**config.mk**
```make
export PLATFORM = sky130hd
export DESIGN_NAME = spc_top
export DESIGN_NICKNAME = d
export VERILOG_FILES = /design/src/verilog/spc_pkg.sv /design/src/verilog/spc_top.sv
export VERILOG_INCLUDE_DIRS = /design/src /design/src/verilog
export SDC_FILE = /design/constraint.sdc
export NUM_CORES = 1
export LEC_CHECK = 0
export ABC_AREA = 1
export BUFFER_PORTS_ARGS = -buffer_cell sky130_fd_sc_hd__buf_2
export CAP_MARGIN = 40
export CORE_ASPECT_RATIO = 1.1
export CORE_MARGIN = 5
export CORE_UTILIZATION = 40
export DETAILED_ROUTE_END_ITERATION = 8
export GPL_TIMING_DRIVEN = 0
export HOLD_SLACK_MARGIN = 0.08
export MAX_ROUTING_LAYER = met4
export PLACE_DENSITY = 0.6
export SLEW_MARGIN = 5
export SYNTH_ARGS = -nofsm -noshare
export SYNTH_HDL_FRONTEND = slang
export SYNTH_SLANG_ARGS = --single-unit
```
**constraint.sdc**
```tcl
create_clock -name CLK -period 4.3 [get_ports CLK]
set_input_delay 0.43 -clock CLK [delete_from_list [all_inputs] [get_ports CLK]]
set_output_delay 0.43 -clock CLK [all_outputs]
set_load 0.005 [all_outputs]
```
**src/verilog/spc_map.svh**
```systemverilog
// register offsets, field positions and reset values of the serial port configuration
`ifndef SPC_MAP_SVH
`define SPC_MAP_SVH
`define SPC_ADDR_W 4
`define SPC_OFS_MODE_ONE 4'h6
`define SPC_OFS_MODE_TWO 4'h7
`define SPC_OFS_LEN_LOW 4'h8
`define SPC_RST_MODE_ONE 8'h00
`define SPC_RST_MODE_TWO 8'h00
`define SPC_RST_LEN_LOW 8'hFF
`define SPC_M1_CSS 7
`define SPC_M1_SYNC 6
`define SPC_M1_PRE_HI 5
`define SPC_M1_PRE_LO 4
`define SPC_M1_MODE_HI 3
`define SPC_M1_MODE_LO 2
`define SPC_M1_PIN_HI 1
`define SPC_M1_PIN_LO 0
`define SPC_M2_FC_HI 7
`define SPC_M2_FC_LO 5
`define SPC_M2_COC 4
`define SPC_M2_TXF 3
`define SPC_M2_RXR 2
`define SPC_M2_LEN_HI 1
`define SPC_M2_LEN_LO 0
`define SPC_FC_RESERVED 3'h5
`endif

```
**src/verilog/spc_pkg.sv**
```systemverilog
// types shared by the serial port configuration block
package spc_pkg;
  typedef enum logic [1:0] {
    SPC_MODE_FOUR = 2'b00,
    SPC_MODE_TWO = 2'b01,
    SPC_MODE_ONE = 2'b10,
    SPC_MODE_EIGHT = 2'b11
  } spc_mode_t;
  typedef enum logic [1:0] {
    SPC_DIV_TWO = 2'b00,
    SPC_DIV_ONEHALF = 2'b01,
    SPC_DIV_ONE = 2'b10,
    SPC_DIV_BAD = 2'b11
  } spc_div_t;
endpackage

```
**src/verilog/spc_top.sv**
```systemverilog
// serial port timing configuration: registers, clock and frame generation, pin routing
//
// Operation
// - css 0: pcm clock and sync are sources; derived clock and sync driven out
// - css 1: external port clock and frame sync are the sources
// - a rising port frame sync edge starts the serial port frame
// - sync sampled on falling bit clock edge when 0, rising when 1
// - reference clock is source divided by 2, 1.5 or 1; code 11 forbidden
// - port mode selects four, two, one two-way or eight bidirectional ports
// - receive pin select routes logical inputs to upstream pins in modes 1, 2
// - frame pulse control picks generated sync pulse; code 101 reserved
// - clock out rate 0 gives data rate, 1 the source clock (twice rate when divided by 2) in modes 0, 3
// - transmit launched on rising reference edge when 0, falling when 1
// - receive captured on falling reference edge when 0, rising when 1
// - frame length is ten bits, bits per frame minus one, split over registers
// - pcm frame sync sampled with pcm data clock; rising edge starts frame
`timescale 1ns/1ps
`include "spc_map.svh"
module spc_top
  import spc_pkg::*;
(
  // clock and reset
  input wire logic CLK,
  input wire logic NRST,
  // microprocessor port
  input wire logic [`SPC_ADDR_W-1:0] ADDR,
  input wire logic WR,
  input wire logic RD,
  input wire logic [7:0] WDATA,
  output logic [7:0] RDATA,
  // pcm side timing
  input wire logic PCM_DATA_CLOCK,
  input wire logic PCM_FRAME_SYNC,
  // port clock and frame sync pins
  input wire logic PORT_BIT_CLOCK_IN,
  output logic PORT_BIT_CLOCK_OUT,
  output logic PORT_BIT_CLOCK_OE,
  input wire logic PORT_FRAME_SYNC_IN,
  output logic PORT_FRAME_SYNC_OUT,
  output logic PORT_FRAME_SYNC_OE,
  // strobes to the data path
  output logic PORT_REFERENCE_CLOCK,
  output logic FRAME_START,
  output logic TX_LAUNCH,
  output logic RX_CAPTURE,
  // serial data pins
  input wire logic [3:0] UPSTREAM_PIN_IN,
  output logic [3:0] DOWNSTREAM_OE,
  output logic [3:0] UPSTREAM_OE,
  output logic [7:0] LOGICAL_IN,
  input wire logic [7:0] LOGICAL_OUT,
  output logic [3:0] DOWNSTREAM_PIN_OUT,
  output logic [3:0] UPSTREAM_PIN_OUT,
  // active configuration
  output logic [9:0] FRAME_BIT_COUNT,
  output logic [9:0] BIT_POSITION
);

  // ----------------------------------------------------------------
  // state
  // ----------------------------------------------------------------
  typedef struct packed {
    logic [7:0] mode_one;
    logic [7:0] mode_two;
    logic [7:0] len_low;
    logic [7:0] act_one;
    logic [7:0] act_two;
    logic [7:0] act_len;
    logic [2:0] clk_sync;
    logic [1:0] fs_sync;
    logic fs_samp;
    logic [1:0] pre_cnt;
    logic ref_clk;
    logic [9:0] bit_pos;
    logic [1:0] half;
    logic [7:0] rdata;
    logic bclk_out;
    logic fs_out;
    logic frame_start;
    logic tx_launch;
    logic rx_capture;
    logic [7:0] log_in;
    logic [3:0] dd_out;
    logic [3:0] dd_oe;
    logic [3:0] du_out;
    logic [3:0] du_oe;
  } spc_state_t;

  spc_state_t r;
  spc_state_t next_r;

  // lookup of whether the sync pulse is high at the given bit position for each pulse mode
  function automatic logic [3:0] spc_pulse(input logic [2:0] fc, input logic [9:0] pos,
                                           input logic [9:0] last);
    logic hit;
    hit = 1'b0;
    case (fc)
      3'h0: hit = (pos == 10'h000);
      3'h1: hit = (pos == last);
      3'h2: hit = (pos == last) || (pos == 10'h000);
      3'h3: hit = (pos == 10'h001);
      3'h4: hit = (pos < 10'h002);
      3'h6: hit = (pos < 10'h008);
      3'h7: hit = (pos == 10'h000);
      default: hit = 1'b0;
    endcase
    return {3'h0, hit};
  endfunction

  // ----------------------------------------------------------------
  // next state
  // ----------------------------------------------------------------
  logic clock_source_select, sync_rise, clk_rise, clk_fall, samp, fs_now, boundary, clock_out_rate;
  logic [9:0] last;
  logic [1:0] div_lim;
  logic [3:0] pulse;
  spc_mode_t mode;

  always_comb begin
    next_r = r;
    clock_source_select = r.act_one[`SPC_M1_CSS];
    mode = spc_mode_t'(r.act_one[`SPC_M1_MODE_HI:`SPC_M1_MODE_LO]);
    clock_out_rate = r.act_two[`SPC_M2_COC] && !clock_source_select && (mode == SPC_MODE_FOUR || mode == SPC_MODE_EIGHT);
    last = {r.act_two[`SPC_M2_LEN_HI:`SPC_M2_LEN_LO], r.act_len};
    // source clock and frame: r.clk_sync[1] / fs_sync[1] are sync outputs
    next_r.clk_sync = {r.clk_sync[1:0], clock_source_select ? PORT_BIT_CLOCK_IN : PCM_DATA_CLOCK};
    next_r.fs_sync = {r.fs_sync[0], clock_source_select ? PORT_FRAME_SYNC_IN : PCM_FRAME_SYNC};
    clk_rise = r.clk_sync[1] && !r.clk_sync[2];
    clk_fall = !r.clk_sync[1] && r.clk_sync[2];
    samp = r.act_one[`SPC_M1_SYNC] ? clk_rise : clk_fall;
    fs_now = r.fs_sync[1];
    // sync level is kept from one sampling edge to the next, so the rise is seen
    // even when the sync line changes away from the sampling edge
    sync_rise = samp && fs_now && !r.fs_samp;
    if (samp) begin
      next_r.fs_samp = fs_now;
    end
    // prescaler counts source edges; 1.5 approximated by alternating 1 and 2
    div_lim = 2'h0;
    case (spc_div_t'(r.act_one[`SPC_M1_PRE_HI:`SPC_M1_PRE_LO]))
      SPC_DIV_TWO: div_lim = 2'h1;
      SPC_DIV_ONEHALF: div_lim = r.half[0] ? 2'h1 : 2'h0;
      SPC_DIV_ONE: div_lim = 2'h0;
      default: div_lim = 2'h0;
    endcase
    next_r.tx_launch = 1'b0;
    next_r.rx_capture = 1'b0;
    if (clk_rise || clk_fall) begin
      if (r.pre_cnt >= div_lim) begin
        next_r.pre_cnt = 2'h0;
        next_r.ref_clk = !r.ref_clk;
        next_r.half = r.half + 2'h1;
        // launch and capture edges of the reference clock
        next_r.tx_launch = r.act_two[`SPC_M2_TXF] ? r.ref_clk : !r.ref_clk;
        next_r.rx_capture = r.act_two[`SPC_M2_RXR] ? !r.ref_clk : r.ref_clk;
      end else begin
        next_r.pre_cnt = r.pre_cnt + 2'h1;
      end
    end
    // bit position counts one bit per reference period
    boundary = sync_rise || (next_r.tx_launch && r.bit_pos == last);
    next_r.frame_start = boundary;
    if (boundary) begin
      next_r.bit_pos = 10'h000;
      next_r.act_one = r.mode_one;
      next_r.act_two = r.mode_two;
      next_r.act_len = r.len_low;
    end else if (next_r.tx_launch) begin
      next_r.bit_pos = r.bit_pos + 10'h001;
    end
    // output clock at data rate or at the source clock rate, frame pulse by lookup
    pulse = spc_pulse(r.act_two[`SPC_M2_FC_HI:`SPC_M2_FC_LO], r.bit_pos, last);
    next_r.bclk_out = clock_out_rate ? r.clk_sync[1] : r.ref_clk;
    next_r.fs_out = pulse[0];
    // pin routing by port mode
    next_r.dd_out = LOGICAL_OUT[3:0];
    next_r.du_out = 4'h0;
    next_r.du_oe = 4'h0;
    next_r.log_in = {4'h0, UPSTREAM_PIN_IN};
    next_r.dd_oe = 4'hF;
    case (mode)
      SPC_MODE_FOUR: next_r.dd_oe = 4'hF;
      SPC_MODE_TWO: begin
        next_r.dd_oe = 4'h3;
        next_r.log_in = {6'h00,
                         r.act_one[`SPC_M1_PIN_HI] ? UPSTREAM_PIN_IN[3] : UPSTREAM_PIN_IN[1],
                         r.act_one[`SPC_M1_PIN_LO] ? UPSTREAM_PIN_IN[2] : UPSTREAM_PIN_IN[0]};
      end
      SPC_MODE_ONE: begin
        next_r.dd_oe = 4'h1;
        next_r.log_in = {7'h00,
                         r.act_one[`SPC_M1_PIN_LO] ? UPSTREAM_PIN_IN[2] : UPSTREAM_PIN_IN[0]};
      end
      SPC_MODE_EIGHT: begin
        next_r.du_out = LOGICAL_OUT[7:4];
        next_r.du_oe = 4'hF; // bidirectional; data path owns turnaround
        next_r.log_in = {UPSTREAM_PIN_IN, 4'h0};
      end
      default: next_r.dd_oe = 4'h0;
    endcase
    // register writes, read mux; unmapped offsets read zero
    if (WR) begin
      case (ADDR)
        `SPC_OFS_MODE_ONE: next_r.mode_one = WDATA;
        `SPC_OFS_MODE_TWO: next_r.mode_two = WDATA;
        `SPC_OFS_LEN_LOW: next_r.len_low = WDATA;
        default: next_r.rdata = r.rdata;
      endcase
    end
    next_r.rdata = 8'h00;
    if (RD) begin
      case (ADDR)
        `SPC_OFS_MODE_ONE: next_r.rdata = r.mode_one;
        `SPC_OFS_MODE_TWO: next_r.rdata = r.mode_two;
        `SPC_OFS_LEN_LOW: next_r.rdata = r.len_low;
        default: next_r.rdata = 8'h00;
      endcase
    end
  end

  // ----------------------------------------------------------------
  // state register
  // ----------------------------------------------------------------
  always_ff @(posedge CLK or negedge NRST) begin
    if (!NRST) begin
      r <= '0;
      r.mode_one <= `SPC_RST_MODE_ONE;
      r.mode_two <= `SPC_RST_MODE_TWO;
      r.len_low <= `SPC_RST_LEN_LOW;
      r.act_one <= `SPC_RST_MODE_ONE;
      r.act_two <= `SPC_RST_MODE_TWO;
      r.act_len <= `SPC_RST_LEN_LOW;
    end else begin
      r <= next_r;
    end
  end

  // outputs straight from flip-flops; the two pin enables through an inverter
  assign RDATA = r.rdata;
  assign PORT_BIT_CLOCK_OUT = r.bclk_out;
  assign PORT_BIT_CLOCK_OE = !r.act_one[`SPC_M1_CSS];
  assign PORT_FRAME_SYNC_OUT = r.fs_out;
  assign PORT_FRAME_SYNC_OE = !r.act_one[`SPC_M1_CSS];
  assign PORT_REFERENCE_CLOCK = r.ref_clk;
  assign FRAME_START = r.frame_start;
  assign TX_LAUNCH = r.tx_launch;
  assign RX_CAPTURE = r.rx_capture;
  assign LOGICAL_IN = r.log_in;
  assign DOWNSTREAM_PIN_OUT = r.dd_out;
  assign DOWNSTREAM_OE = r.dd_oe;
  assign UPSTREAM_PIN_OUT = r.du_out;
  assign UPSTREAM_OE = r.du_oe;
  assign FRAME_BIT_COUNT = {r.act_two[`SPC_M2_LEN_HI:`SPC_M2_LEN_LO], r.act_len};
  assign BIT_POSITION = r.bit_pos;

endmodule

```
Word-level counts from Yosys, hierarchy flattened. Index checks and enable logic that the tools add are counted.

Bitwise operators: 0. Div/mod/pow operators: 0. Add/subtract/negate cells: 3. $mul: 0. Reduce and logical (&&, ||, !) cells: 26. Equality and inequality tests: 15. $lt $le $gt $ge: 3. Shift-type cells: 0. Multiplexer cells: 21.

Operators with widths (count): one-hot mux 8 bit (3 select lines) (2); two-way mux 10 bit (2); two-way mux 8 bit (2); adder 10 x 1 -> 10 bit (second input constant) (1); == test 10 x 1 -> 1 bit (second input constant) (1); == test 10 bit (1); zero test 10 bit (1); less-than comparator 10 x 2 -> 1 bit (second input constant) (1); less-than comparator 10 x 4 -> 1 bit (second input constant) (1); == test 3 bit (second input constant) (3); two-way mux 1 bit (9); == test 4 x 3 -> 1 bit (second input constant) (2); one-hot mux 4 bit (2 select lines) (1); AND reduction 2 bit (4); logical AND 1 bit (7); == test 3 x 2 -> 1 bit (second input constant) (2); two-way mux 2 bit (3); one-hot mux 1 bit (6 select lines) (1); zero test 1 bit (5); adder 2 x 1 -> 2 bit (second input constant) (2); == test 2 x 1 -> 1 bit (second input constant) (2); == test 2 bit (second input constant) (2); == test 4 bit (second input constant) (1); zero test 2 bit (2); 7 further kinds (10).

Bits in latches: 0. Memory bits (read-only): 0. RAM bits: 0. Logic and storage cells: 92. Register bits after elaboration: 106. Memories kept: 0.

Depth between registers and ports, before layout. Gate-level depths: netlist of the first run.

Depth in word-level cells: 8. Depth in mapped cells: 11. Gate-level depth less buffers: 10.

Worst setup path before layout of the first run. Ideal clock, no wire load.

Path kind: reg-to-reg. From: reg r[78] (netlist name). To: reg r, in the netlist BIT_POSITION[5]. Stages on the path, launching flop included: 11. Path slack: 2.684 ns. Data arrival time: 1.497 ns. Path through: dfrtp_1 > a21oi_1 > ha_1 > nand3b_1 > nand3_1 > nand2_1 > buf_2 > nand2_1 > nand2_1 > nand2_1 > nor2_1.

Cells in the longest elaborated chain, start to end: 8. Elaborated cells on any way between the ends: 10.

RTL lines: from (decl) (line spc_top.sv:89) `spc_state_t r;`; from (signal assigned) (line spc_top.sv:234) `r <= next_r;`; == test 2 x 1 -> 1 bit / zero test 2 bit (equally long branches) (line spc_top.sv:140) `` case (spc_div_t'(r.act_one[`SPC_M1_PRE_HI:`SPC_M1_PRE_LO])) ``; one-hot mux 1 bit (2 select lines) (*) (line spc_top.sv:140); >= comparator 2 bit (*) (line spc_top.sv:149) `if (r.pre_cnt >= div_lim) begin`; two-way mux 2 bit (*) (line spc_top.sv:149); two-way mux 2 bit (*) (line spc_top.sv:148) `if (clk_rise || clk_fall) begin`; logical AND 1 bit (line spc_top.sv:161) `boundary = sync_rise || (next_r.tx_launch && r.bit_pos == last);`; logical OR 1 bit (line spc_top.sv:161); two-way mux 10 bit / nonzero test 2 bit (equally long branches).

Every way passes the cells marked *; elsewhere a longest branch is shown, timed or not. A chain may end at the register's enable or synchronous reset.

Final worst setup path of the first run.
From: reg r[37] (netlist name). To: reg r, in the netlist BIT_POSITION[9].

Cells in the longest elaborated chain, start to end: 8. Elaborated cells on any way between the ends: 9.

RTL lines: two-way mux 1 bit (*) (line spc_top.sv:142) `SPC_DIV_ONEHALF: div_lim = r.half[0] ? 2'h1 : 2'h0;`; one-hot mux 1 bit (2 select lines) (*) (line spc_top.sv:140); >= comparator 2 bit (*) (line spc_top.sv:149); two-way mux 2 bit (*) (line spc_top.sv:149); two-way mux 2 bit (*) (line spc_top.sv:148); logical AND 1 bit (line spc_top.sv:161); logical OR 1 bit (line spc_top.sv:161); two-way mux 10 bit / nonzero test 2 bit (equally long branches).

Marked as above.

==> impl_metrics.csv, run 1 <==
group,metric,value,unit
clocking,cts_resized,0,
placed_design,gp_routability_congestion,0.877,
synthesis,syn_area,5040,sq um
drt,vias,3898,
synthesis,synth_edf_count,0,
power_and_ir_drop,ir_drop,0.266,mV
drt,drc,0,
floorplan,die_w,117,um
timing,relSlewSlack,63.3,%
drt,ant_nets,0,
clocking,cts_tree,"built",
finish,diodes,0,
run_status,outcome,"finished, final reports clean",
flow_run,cap_violations,0,
timing,finalHoldViolCount,0,
timing,setup_tns,0,ns
synthesis,netlist_instances,590,
critical_path,rrSetupSlack,2.31,ns
power_and_ir_drop,seq_power_share,40.2,%
synthesis,synth_xor_area_share,0.868,%
placed_design,hpwl,8330,um
clocking,htree_levels,3,
worst_hold_path,min_path_type,"in2async",
synthesis,ys_seq_area_share,50.5,%
power_and_ir_drop,p_int,2.18,mW
synthesis,synth_area_leaders,"dfrtp_1, nand2_1, dfstp_2, buf_4, nand3_1",
power_and_ir_drop,p_sw_share,37.8,%
critical_path,endpoint_kind,"register",
timing,setup_viol,0,
synthesis,syn_area_per_cell,8.55,sq um
synthesis,ys_ff_latch,101,
critical_path,crit_chain,"inv_1, a21oi_1, ha_1, nand3b_1, nand3_1, nand2_1, buf_2, nand4_1, nand2_1, nor2_1",
global_route,grt_pass1_wl,18200,um
drt,wl,11000,um
critical_path,required,4.53,ns
critical_path,crit_start,"r[37]",
placed_design,io_buffers,90,
synthesis,synth_compound_area_share,4.29,%
placed_design,dpl_worst_slack,2.32,ns
timing,fin_crit,1.99,ns
synthesis,ys_top_cells_by_count,"nand2_1, dfrtp_1, inv_1",
drt,drt_iter0_drc,250,
timing,period_share,46.2,%
synthesis,synth.distinct_cells,32,
synthesis,synth.area.mux_share,0.223,%
synthesis,synth_top_flop_cell,"dfrtp_1",
timing,fin_ws,2.31,ns
clocking,cts.reportedPaths.clkPinSlew,0.07,ns
synthesis,ys_async_sr_fraction,100,%
power_and_ir_drop,power.density,584,nW/um^2
drt,viasPerCell,4.56,
clocking,clock-root-buffer,"clkbuf_16",
critical_path,cp_max_fo,10,
global_route,groute.usage.overall,15.7,%
power_and_ir_drop,p_comb_share,37.2,%
clocking,postCtsSetupBuffers,0,
power_and_ir_drop,p_clk_share,22.6,%
synthesis,yosys.area_share.simple,25.7,%
timing,tightest_slew,0.551,ns
critical_path,worstPathArrival,2.22,ns
finish,nets,735,
finish,final_layout_size_suffix_gt1_share,30.4,%
clocking,hold_buffers,0,
critical_path,rr_startpoint,"r[37]",
clocking,clock_latency,0.35,ns
critical_path,critPathSlowestCell,"dfrtp_1",
floorplan,die_h,128,um
finish,areaGrowthSynthToFinish,19.2,%
floorplan,start_util,40.4,%
timing,rsz0062_at_grt,"no",
synthesis,synth_top_family_by_area,"simple AND/OR/NAND/NOR gates",
critical_path,critical-path-top-delay-family,"simple AND/OR/NAND/NOR gates",
global_route,grt_overflow,0,
timing,slew_violations,0,
critical_path,path_buf_inv,2,
floorplan,num_io_pins,92,
global_route,antenna_found_initial,0,
drt,drt-pass1-iter-count,4,
synthesis,yosysTopAreaCellShare,42.2,%
clocking,cts_max_path_buffers,2,
timing,fin_skew,0.00712,ns
power_and_ir_drop,power.switching,1.33,mW
critical_path,slowest_delay,0.36,ns
global_route,grt_max_degree,61,
critical_path,cp-start-kind,"register",
critical_path,critPathKind,"reg2reg",
clocking,cts_buffers,9,
synthesis,yosys.area.top_type,"dfrtp_1",
synthesis,syn_nets,633,
drt,post_drt_wl_per_cell,12.9,um
clocking,clock_sinks,101,
finish,nFillCells,1251,
global_route,grt_pass1_vias,3751,
synthesis,synth_fa_ha_area_share,2.73,%
critical_path,cp_common_cell,"nand2_1",
power_and_ir_drop,p_leak,3.39,nW
synthesis,yosys_warnings,0,
floorplan,core,12500,sq um
floorplan,dieArea,15000,sq um
floorplan,rows,43,
synthesis,yosysMostFrequentCell,"nand2_1",
timing,max_freq,504,MHz
[flip-flops by register name (all words and copies together), names as in the netlist, 2 cells and up]
signal	cells
r	40
BIT_POSITION	10
FRAME_BIT_COUNT	10
LOGICAL_IN	8
RDATA	8
DOWNSTREAM_PIN_OUT	4
UPSTREAM_PIN_OUT	4
DOWNSTREAM_OE	3
next_r	3
mode	2
[cell usage in the layout, fill, tap and decap left out, drive strengths merged, types with 2 or more instances in the layout]
cell type / n
buf: 158
clkbuf: 12
clkinv: 4
dfrtp: 85
dfstp: 16
ha: 11
inv: 76
nand2: 176
nand3: 72
nand3b: 2
nand4: 6
nor2: 28
nor3: 4
o21ai: 32
o22ai: 3
xnor2: 3
xor2: 2
[through the flow]
stage	instances	power, mW	util, %	instance area (sq um)	hold WS, ns
after CTS	854	3.55	48.2	6010	0.0916
after floorplan	590	2.34	-	5040	0.134
after global placement	837	2.70	45.6	5690	0.342
final	854	3.51	48.2	6010	0.0775
after detailed placement	838	2.74	45.8	5720	0.335
after global routing	854	3.79	48.2	6010	0.127
[cells by family after synthesis]
family                     Yosys count
and+or+nand+nor                    288
buffers and inverters              144
DFF                                101
AOI/OAI and AO/OA                   39
adders and majority gates           11
xor gates and xnor gates             5
other                                1
muxes                                1
[cell type report]
class | instances | area [sq um] | area share, %
Clock buffer | 10 | 239 | 3.97
Tap cell | 157 | 196 | 3.27
Sequential cell | 101 | 2550 | 42.4
Buffer | 69 | 507 | 8.43
Multi-Input combinational cell | 345 | 1710 | 28.4
Timing Repair Buffer | 91 | 480 | 7.99
Inverter | 75 | 282 | 4.68
Clock inverter | 6 | 52.6 | 0.874
[worst paths after layout]
kind | to | cells past startpoint
min | PORT_FRAME_SYNC_OUT | 1
max | BIT_POSITION[9] | 10
max reg2reg | BIT_POSITION[9] | 10
min reg2reg | next_r[57] | 0
min in group CLK | DOWNSTREAM_PIN_OUT[3] | 1
max in group asynchronous | FRAME_BIT_COUNT[3] | 2
[worst register-to-register path: cells and delay by family (launching register included)]
family,cells,cell delay (ns)
and+or+nand+nor,6,0.78
buffers and inverters,2,0.39
DFF,1,0.36
adders and majority gates,1,0.26
AOI/OAI and AO/OA,1,0.07
[metal layers]
layer / global-route usage, % / vias up / share of wire [%]
met5: - / - / 0
met4: 4.86 / 0 / 1.3
met3: 2.50 / 17 / 4.3
met2: 24.5 / 73 / 48
met1: 21.0 / 1824 / 46
li1: - / 1984 / -
[power by group through the flow]
stage | Sequential (mW) | Clock (mW) | Combinational (mW)
final | 1.41 | 0.793 | 1.31
after global routing | 1.44 | 0.866 | 1.48
after CTS | 1.41 | 0.818 | 1.32
after detailed placement | 1.43 | 0 | 1.31
after global placement | 1.42 | 0 | 1.28
after floorplan | 1.36 | 0 | 0.977
Power figures use the tool's default switching activity.
==> inputs of run 2 (changes only) <==
--- a/config.mk
+++ b/config.mk
@@ -6,7 +6,7 @@
 export SDC_FILE = /design/constraint.sdc
 export NUM_CORES = 1
 export LEC_CHECK = 0
-export ABC_AREA = 1
+export ABC_AREA = 0
 export BUFFER_PORTS_ARGS = -buffer_cell sky130_fd_sc_hd__buf_2
 export CAP_MARGIN = 40
 export CORE_ASPECT_RATIO = 1.1
@@ -16,7 +16,7 @@
 export GPL_TIMING_DRIVEN = 0
 export HOLD_SLACK_MARGIN = 0.08
 export MAX_ROUTING_LAYER = met4
-export PLACE_DENSITY = 0.6
+export PLACE_DENSITY = 0.62
 export SLEW_MARGIN = 5
 export SYNTH_ARGS = -nofsm -noshare
 export SYNTH_HDL_FRONTEND = slang
==> constraint.sdc (replaced) <==
create_clock -name CLK -period 1.7 [get_ports CLK]
set_input_delay 0.17 -clock CLK [delete_from_list [all_inputs] [get_ports CLK]]
set_output_delay 0.17 -clock CLK [all_outputs]
set_load 0.005 [all_outputs]
==> run 2 against run 1 <==
  * Highest routed layer unchanged
  * Non-clock buffer count increased by 28
  * The flow now finishes with violations (setup timing)
  * Critical path depth shrank 1
  * Clock power grew 140%
  * Critical path type unchanged
==> impl_metrics.csv, run 2 <==
group,metric,value,unit
timing,relSlewSlack,38.4,%
drt,ant_nets,0,
timing,fin_skew,0.00624,ns
worst_hold_path,holdCritStartpoint,"WDATA[0]",
synthesis,yosys_warnings,0,
synthesis,synth_xor_area_share,2.70,%
power_and_ir_drop,power.density,1600,nW/um^2
drt,wl,10200,um
synthesis,ys_async_sr_fraction,100,%
drt,post_drt_wl_per_cell,14.7,um
flow_run,cap_violations,0,
timing,finalHoldViolCount,0,
synthesis,yosysMostFrequentCell,"dfrtp_1",
critical_path,endpoint_kind,"register",
timing,hold_ws,0.0967,ns
run_status,violations,"setup timing",
global_route,grt_pass1_vias,3387,
clocking,clock_sinks,101,
critical_path,worstReg2RegEnd,"r[68]",
synthesis,synth.area.mux_share,15.3,%
finish,final_cell_mix,"buf_2, dfrtp_1, buf_4",
global_route,groute.usage.overall,15.2,%
critical_path,cp.depth,9,
finish,nFillCells,1075,
finish,nets,577,
placed_design,hpwl,7340,um
placed_design,io_buffers,91,
synthesis,synth_compound_area_share,5.40,%
worst_hold_path,whs_path_depth,2,
clocking,htree_levels,3,
floorplan,num_io_pins,92,
placed_design,gp_routability_congestion,0.898,
clocking,clock-root-buffer,"clkbuf_16",
timing,fin_ws,-0.520,ns
critical_path,slowest_delay,0.42,ns
critical_path,rrSetupSlack,-0.52,ns
finish,diodes,0,
timing,max_freq,450,MHz
timing,period_share,131,%
drt,vias,3234,
floorplan,die_w,115,um
clocking,cts.reportedPaths.clkPinSlew,0.07,ns
synthesis,yosys.area.top_type,"dfrtp_1",
global_route,grt_max_degree,62,
worst_hold_path,hold-path-endpoint,"r[90]",
critical_path,cp-start-kind,"register",
critical_path,rr_startpoint,"r[78]",
finish,top_register,"r",
clocking,cts_tree,"built",
run_status,outcome,"finished, violations left",
drt,viasPerCell,4.67,
power_and_ir_drop,ir_drop,0.617,mV
finish,multi_input_area,1890,sq um
global_route,grt_pass1_wl,16800,um
timing,rsz0062_at_grt,"yes",
clocking,cts_buffers,9,
floorplan,core,12000,sq um
timing,fin_crit,2.22,ns
floorplan,rows,42,
finish,final_common_cell,"buf_2",
critical_path,cp_max_fo,5,
synthesis,ys_ff_latch,101,
finish,seqCellArea,2550,sq um
synthesis,synth_edf_count,0,
critical_path,required,1.92,ns
finish,final_layout_size_suffix_gt1_share,52.5,%
floorplan,die_h,126,um
synthesis,synth.distinct_cells,51,
synthesis,syn_area,4870,sq um
placed_design,dpl_worst_slack,-0.640,ns
critical_path,reg2reg_depth,9,
synthesis,syn_area_per_cell,12.3,sq um
finish,largest_reg_flops,40,
critical_path,critPathSlowestCell,"or3b_4",
timing,setup_viol,35,
synthesis,ys_top_cells_by_count,"dfrtp_1, buf_4, mux2_2",
drt,drt_iter0_drc,70,
synthesis,netlist_instances,395,
floorplan,start_util,40.6,%
critical_path,critical-path-top-delay-family,"simple AND/OR/NAND/NOR gates",
timing,slew_violations,0,
drt,drt-pass1-iter-count,4,
critical_path,worstPathArrival,2.44,ns
synthesis,synth_top_family_by_area,"multiplexers",
synthesis,yosys.area_share.simple,10.8,%
critical_path,crit_chain,"a21oi_2, ha_1, or3b_4, nand3_4, inv_4, a21oi_4, buf_4, buf_12, mux2_4",
power_and_ir_drop,p_leak,3.13,nW
global_route,antenna_found_initial,0,
clocking,clock_latency,0.34,ns
finish,areaGrowthSynthToFinish,29.4,%
synthesis,yosysTopAreaCellShare,43.7,%
drt,drc,0,
synthesis,synth_top_flop_cell,"dfrtp_1",
synthesis,synth_area_leaders,"dfrtp_1, dfstp_2, buf_4, mux2_2, mux2_4",
global_route,grt_overflow,0,
worst_hold_path,min_path_type,"in2reg",
synthesis,ys_seq_area_share,52.3,%
clocking,cts_max_path_buffers,2,
critical_path,critPathKind,"reg2reg",
synthesis,syn_nets,438,
timing,tightest_slew,0.922,ns
floorplan,dieArea,14500,sq um
synthesis,synth_fa_ha_area_share,2.83,%
critical_path,path_buf_inv,3,
-- run 2: layout make-up --
type	count	share of cell area (%)
sequential	101	40.5
multi-input combinational	217	30.1
timing repair buffer	128	13.5
buffer	60	7.37
clock buffer	12	4.07
tap	154	3.06
inverter	17	1.05
clock inverter	4	0.357
-- run 2: worst max-delay path by stage --
stage | startpoint | endpoint | slack, ns
6_report | r[78] | r[68] | -0.52
5_1_grt | r[78] | FRAME_BIT_COUNT[9] | -0.62
4_1_cts | r[78] | mode[1] | -0.50
3_5_place_dp | r[78] | r[68] | -0.64
3_3_place_gp | r[78] | r[70] | -0.60
2_1_floorplan | r[37] | FRAME_BIT_COUNT[8] | -0.43
-- run 2: cell families after synthesis --
group,count (synthesis)
AO/OA/AOI/OAI,36
XOR/XNOR,15
adder cells (fa/ha/maj),11
buffers and inverters,77
flip-flops,101
multiplexers,61
other,1
AND/OR/NAND/NOR,93
-- run 2: power by group --
group | internal [mW] | switching [mW] | leakage [nW]
logic | 2.54 | 1.74 | 1.77
clock network | 1.07 | 0.852 | 0.138
registers | 3.23 | 0.673 | 1.22
-- run 2: through the flow --
step / power (mW) / util [%] / area (sq um) / setup TNS, ns / instances
floorplan: 6.42 / - / 4890 / -11.26 / 395
global placement: 7.40 / 46.2 / 5530 / -68.68 / 640
detailed placement: 7.52 / 46.4 / 5560 / -19.52 / 641
CTS: 10.0 / 51.9 / 6210 / -14.92 / 689
global route: 10.7 / 52.6 / 6300 / -18.84 / 693
finish: 10.1 / 52.6 / 6300 / -15.47 / 693
-- run 2: what timing repair did --
action | 4_1_cts | 5_1_grt
buffers inserted | 14 | 6
endpoints found under the hold margin | 67 | 0
pin swaps | 10 | 5
gates cloned | 0 | 1
setup endpoints to repair | 33 | 36
hold buffers | 18 | 0
gates resized for setup | 20 | 13
-- run 2: per-layer routing --
metal,part of all wire (%),GRT usage [%],routed length [um],up-vias
met5,0,-,0,-
met4,2.8,7.94,281,0
met3,3.1,2.06,321,19
met2,53,25.2,5390,56
met1,41,17.7,4220,1578
li1,-,-,-,1581
==> inputs of run 3 (changes only) <==
--- a/config.mk
+++ b/config.mk
@@ -6,7 +6,7 @@
 export SDC_FILE = /design/constraint.sdc
 export NUM_CORES = 1
 export LEC_CHECK = 0
-export ABC_AREA = 0
+export ABC_AREA = 1
 export BUFFER_PORTS_ARGS = -buffer_cell sky130_fd_sc_hd__buf_2
 export CAP_MARGIN = 40
 export CORE_ASPECT_RATIO = 1.1
==> run 3 against run 2 <==
  * The run still ends with setup timing left
  * Register-to-register slack better by 0.49 ns
  * Largest cell class unchanged
  * Combinational power down 10%
  * Sequential share of layout area down 0.79 points
  * Total power down 4.9%
  * Via count up 25%
  * Maximum frequency up 28%
  * Wire length up 12%
  * Worst setup slack better by 0.49 ns
  * Largest power group unchanged
  * Non-clock buffer count down 1
  * First-iteration DRC count rose to 4.9 times the previous value
  * Clock power up 14%
  * Sequential cell count unchanged
==> impl_metrics.csv, run 3 (synthesis results as in run 1) <==
group,metric,value,unit
drt,drt_iter0_drc,343,
critical_path,worstReg2RegEnd,"FRAME_BIT_COUNT[8]",
placed_design,gp_routability_congestion,0.852,
floorplan,start_util,40.4,%
power_and_ir_drop,power.switching,3.55,mW
timing,rsz0062_at_grt,"yes",
floorplan,dieArea,15000,sq um
timing,fin_crit,1.73,ns
finish,stdcell_area,6420,sq um
floorplan,die_w,117,um
timing,tightest_slew,0.557,ns
placed_design,io_buffers,90,
timing,setup_viol,11,
finish,fin_util,51.5,%
clocking,clock_sinks,101,
critical_path,endpoint_kind,"register",
flow_run,cap_violations,0,
power_and_ir_drop,ir_drop,0.774,mV
clocking,clock-root-buffer,"clkbuf_16",
timing,setup_tns,-0.193,ns
floorplan,num_io_pins,92,
worst_hold_path,min_path_type,"in2reg",
critical_path,worstPathArrival,1.98,ns
drt,post_drt_wl_per_cell,13.0,um
critical_path,reg2reg_depth,10,
timing,relSlewSlack,62.9,%
power_and_ir_drop,seq_power_share,37.3,%
finish,final_cell_mix,"nand2_1, buf_2, dfrtp_1",
drt,viasPerCell,4.59,
placed_design,place_area,5720,sq um
global_route,antenna_found_initial,0,
global_route,grt_pass1_vias,4060,
critical_path,critPathKind,"reg2reg",
finish,areaGrowthSynthToFinish,27.3,%
critical_path,slowest_delay,0.37,ns
critical_path,cp-start-kind,"register",
critical_path,crit_start,"r[37]",
timing,finalHoldViolCount,0,
finish,top_register,"r",
power_and_ir_drop,p_int,6.06,mW
clocking,htree_levels,3,
floorplan,rows,43,
drt,ant_nets,0,
global_route,grt_pass1_wl,19400,um
worst_hold_path,whs_path_depth,3,
clocking,cts_buffers,9,
run_status,violations,"setup timing",
critical_path,required,1.95,ns
finish,diodes,0,
global_route,grt_overflow,0,
floorplan,core,12500,sq um
clocking,clock_latency,0.35,ns
drt,vias,4043,
critical_path,critical-path-top-delay-family,"simple AND/OR/NAND/NOR gates",
drt,drc,0,
critical_path,rrSetupSlack,-0.03,ns
clocking,cts_tree,"built",
global_route,groute.usage.overall,16.8,%
worst_hold_path,hold-path-endpoint,"r[83]",
power_and_ir_drop,p_sw_share,36.9,%
finish,largest_reg_flops,40,
run_status,outcome,"finished, violations left",
clocking,cts.reportedPaths.clkPinSlew,0.07,ns
finish,final_layout_size_suffix_gt1_share,33.0,%
power_and_ir_drop,p_comb_share,40.0,%
timing,slew_violations,0,
critical_path,rr_startpoint,"r[37]",
power_and_ir_drop,p_leak,3.56,nW
global_route,grt_max_degree,61,
drt,drt-pass1-iter-count,4,
placed_design,hpwl,8220,um
timing,fin_skew,0.00933,ns
critical_path,cp_common_cell,"inv_2",
finish,final_common_cell,"nand2_1",
finish,nets,762,
drt,wl,11400,um
critical_path,crit_chain,"inv_2, a21oi_2, ha_1, nand3b_1, nand3_2, inv_2, nand3_4, buf_8, nand3_1, nand2_1",
timing,period_share,102,%
critical_path,cp_max_fo,10,
worst_hold_path,holdCritStartpoint,"WDATA[1]",
power_and_ir_drop,p_clk_share,22.7,%
floorplan,die_h,128,um
clocking,cts_max_path_buffers,2,
critical_path,critPathSlowestCell,"dfrtp_1",
critical_path,path_buf_inv,3,
timing,fin_ws,-0.0330,ns
power_and_ir_drop,power.density,1500,nW/um^2
timing,max_freq,577,MHz
## run 3: cell count changes in the layout (fill, tap and decap cells not counted), moves of 16 or more
cell and delta:
nor2_1 +16, mux2_2 -32, mux2_4 -19, o21ai_0 +17, nand3_1 +46, nand3_2 +19
and2_1 -20, nand2_1 +144, inv_1 +56
## run 3: routing by layer
layer	GRT usage (%)	part of all wire [%]
met1	22.4	46
met2	26.1	47
met3	2.93	5.1
met4	5.26	1.5
met5	-	0
## run 3: layout make-up
cell class,count,area (sq um)
fill,1215,6060
timing repair buffer,118,749
sequential,101,2550
clock buffer,10,239
inverter,75,282
buffer,69,546
tap,157,196
multi-input combinational,345,1780
clock inverter,6,80.1
## run 3: worst reg2reg max path, delay by kind of cell, from the launching register on
kind,cells,cell delay [ns]
AO/OA/AOI/OAI,1,0.05
adder cells (fa/ha/maj),1,0.26
AND/OR/NAND/NOR,5,0.55
buffers and inverters,3,0.39
flip-flops,1,0.37
## run 3: worst max path at each step
stage                         end  slack, ns  cells after the start
2_1_floorplan     BIT_POSITION[5]       0.08                     10
3_3_place_gp             RDATA[3]      -0.62                      1
3_5_place_dp      BIT_POSITION[8]      -0.25                     10
4_1_cts        FRAME_BIT_COUNT[8]      0.005                     10
5_1_grt                     r[69]      -0.13                     10
6_report       FRAME_BIT_COUNT[8]      -0.03                     10
## run 3: timing repair
action	in CTS	in global routing
hold buffers	18	0
gates cloned	0	2
endpoints found under the setup margin	35	32
hold endpoints to repair	59	0
gates resized for setup	12	24
setup buffers	4	3
pin swaps	1	10
## run 3: power groups by stage
| stage | clock network, mW | registers (mW) | logic (mW) |
|---|---|---|---|
| 6_report | 2.18 | 3.58 | 3.84 |
| 4_1_cts | 2.23 | 3.57 | 3.61 |
| 5_1_grt | 2.34 | 3.67 | 4.38 |
| 3_5_place_dp | 0 | 3.61 | 3.32 |
| 3_3_place_gp | 0 | 3.60 | 3.24 |
| 2_1_floorplan | 0 | 3.44 | 2.47 |
## run 3: through the flow
step / setup WS [ns] / cells / power, mW / hold slack [ns]
after floorplan: 0.0840 / 590 / 5.92 / -0.126
after detailed placement: -0.251 / 838 / 6.93 / 0.203
after global routing: -0.127 / 881 / 10.4 / 0.124
after CTS: 0.00495 / 876 / 9.40 / 0.0920
after global placement: -0.618 / 837 / 6.84 / 0.281
final: -0.0330 / 881 / 9.61 / 0.102
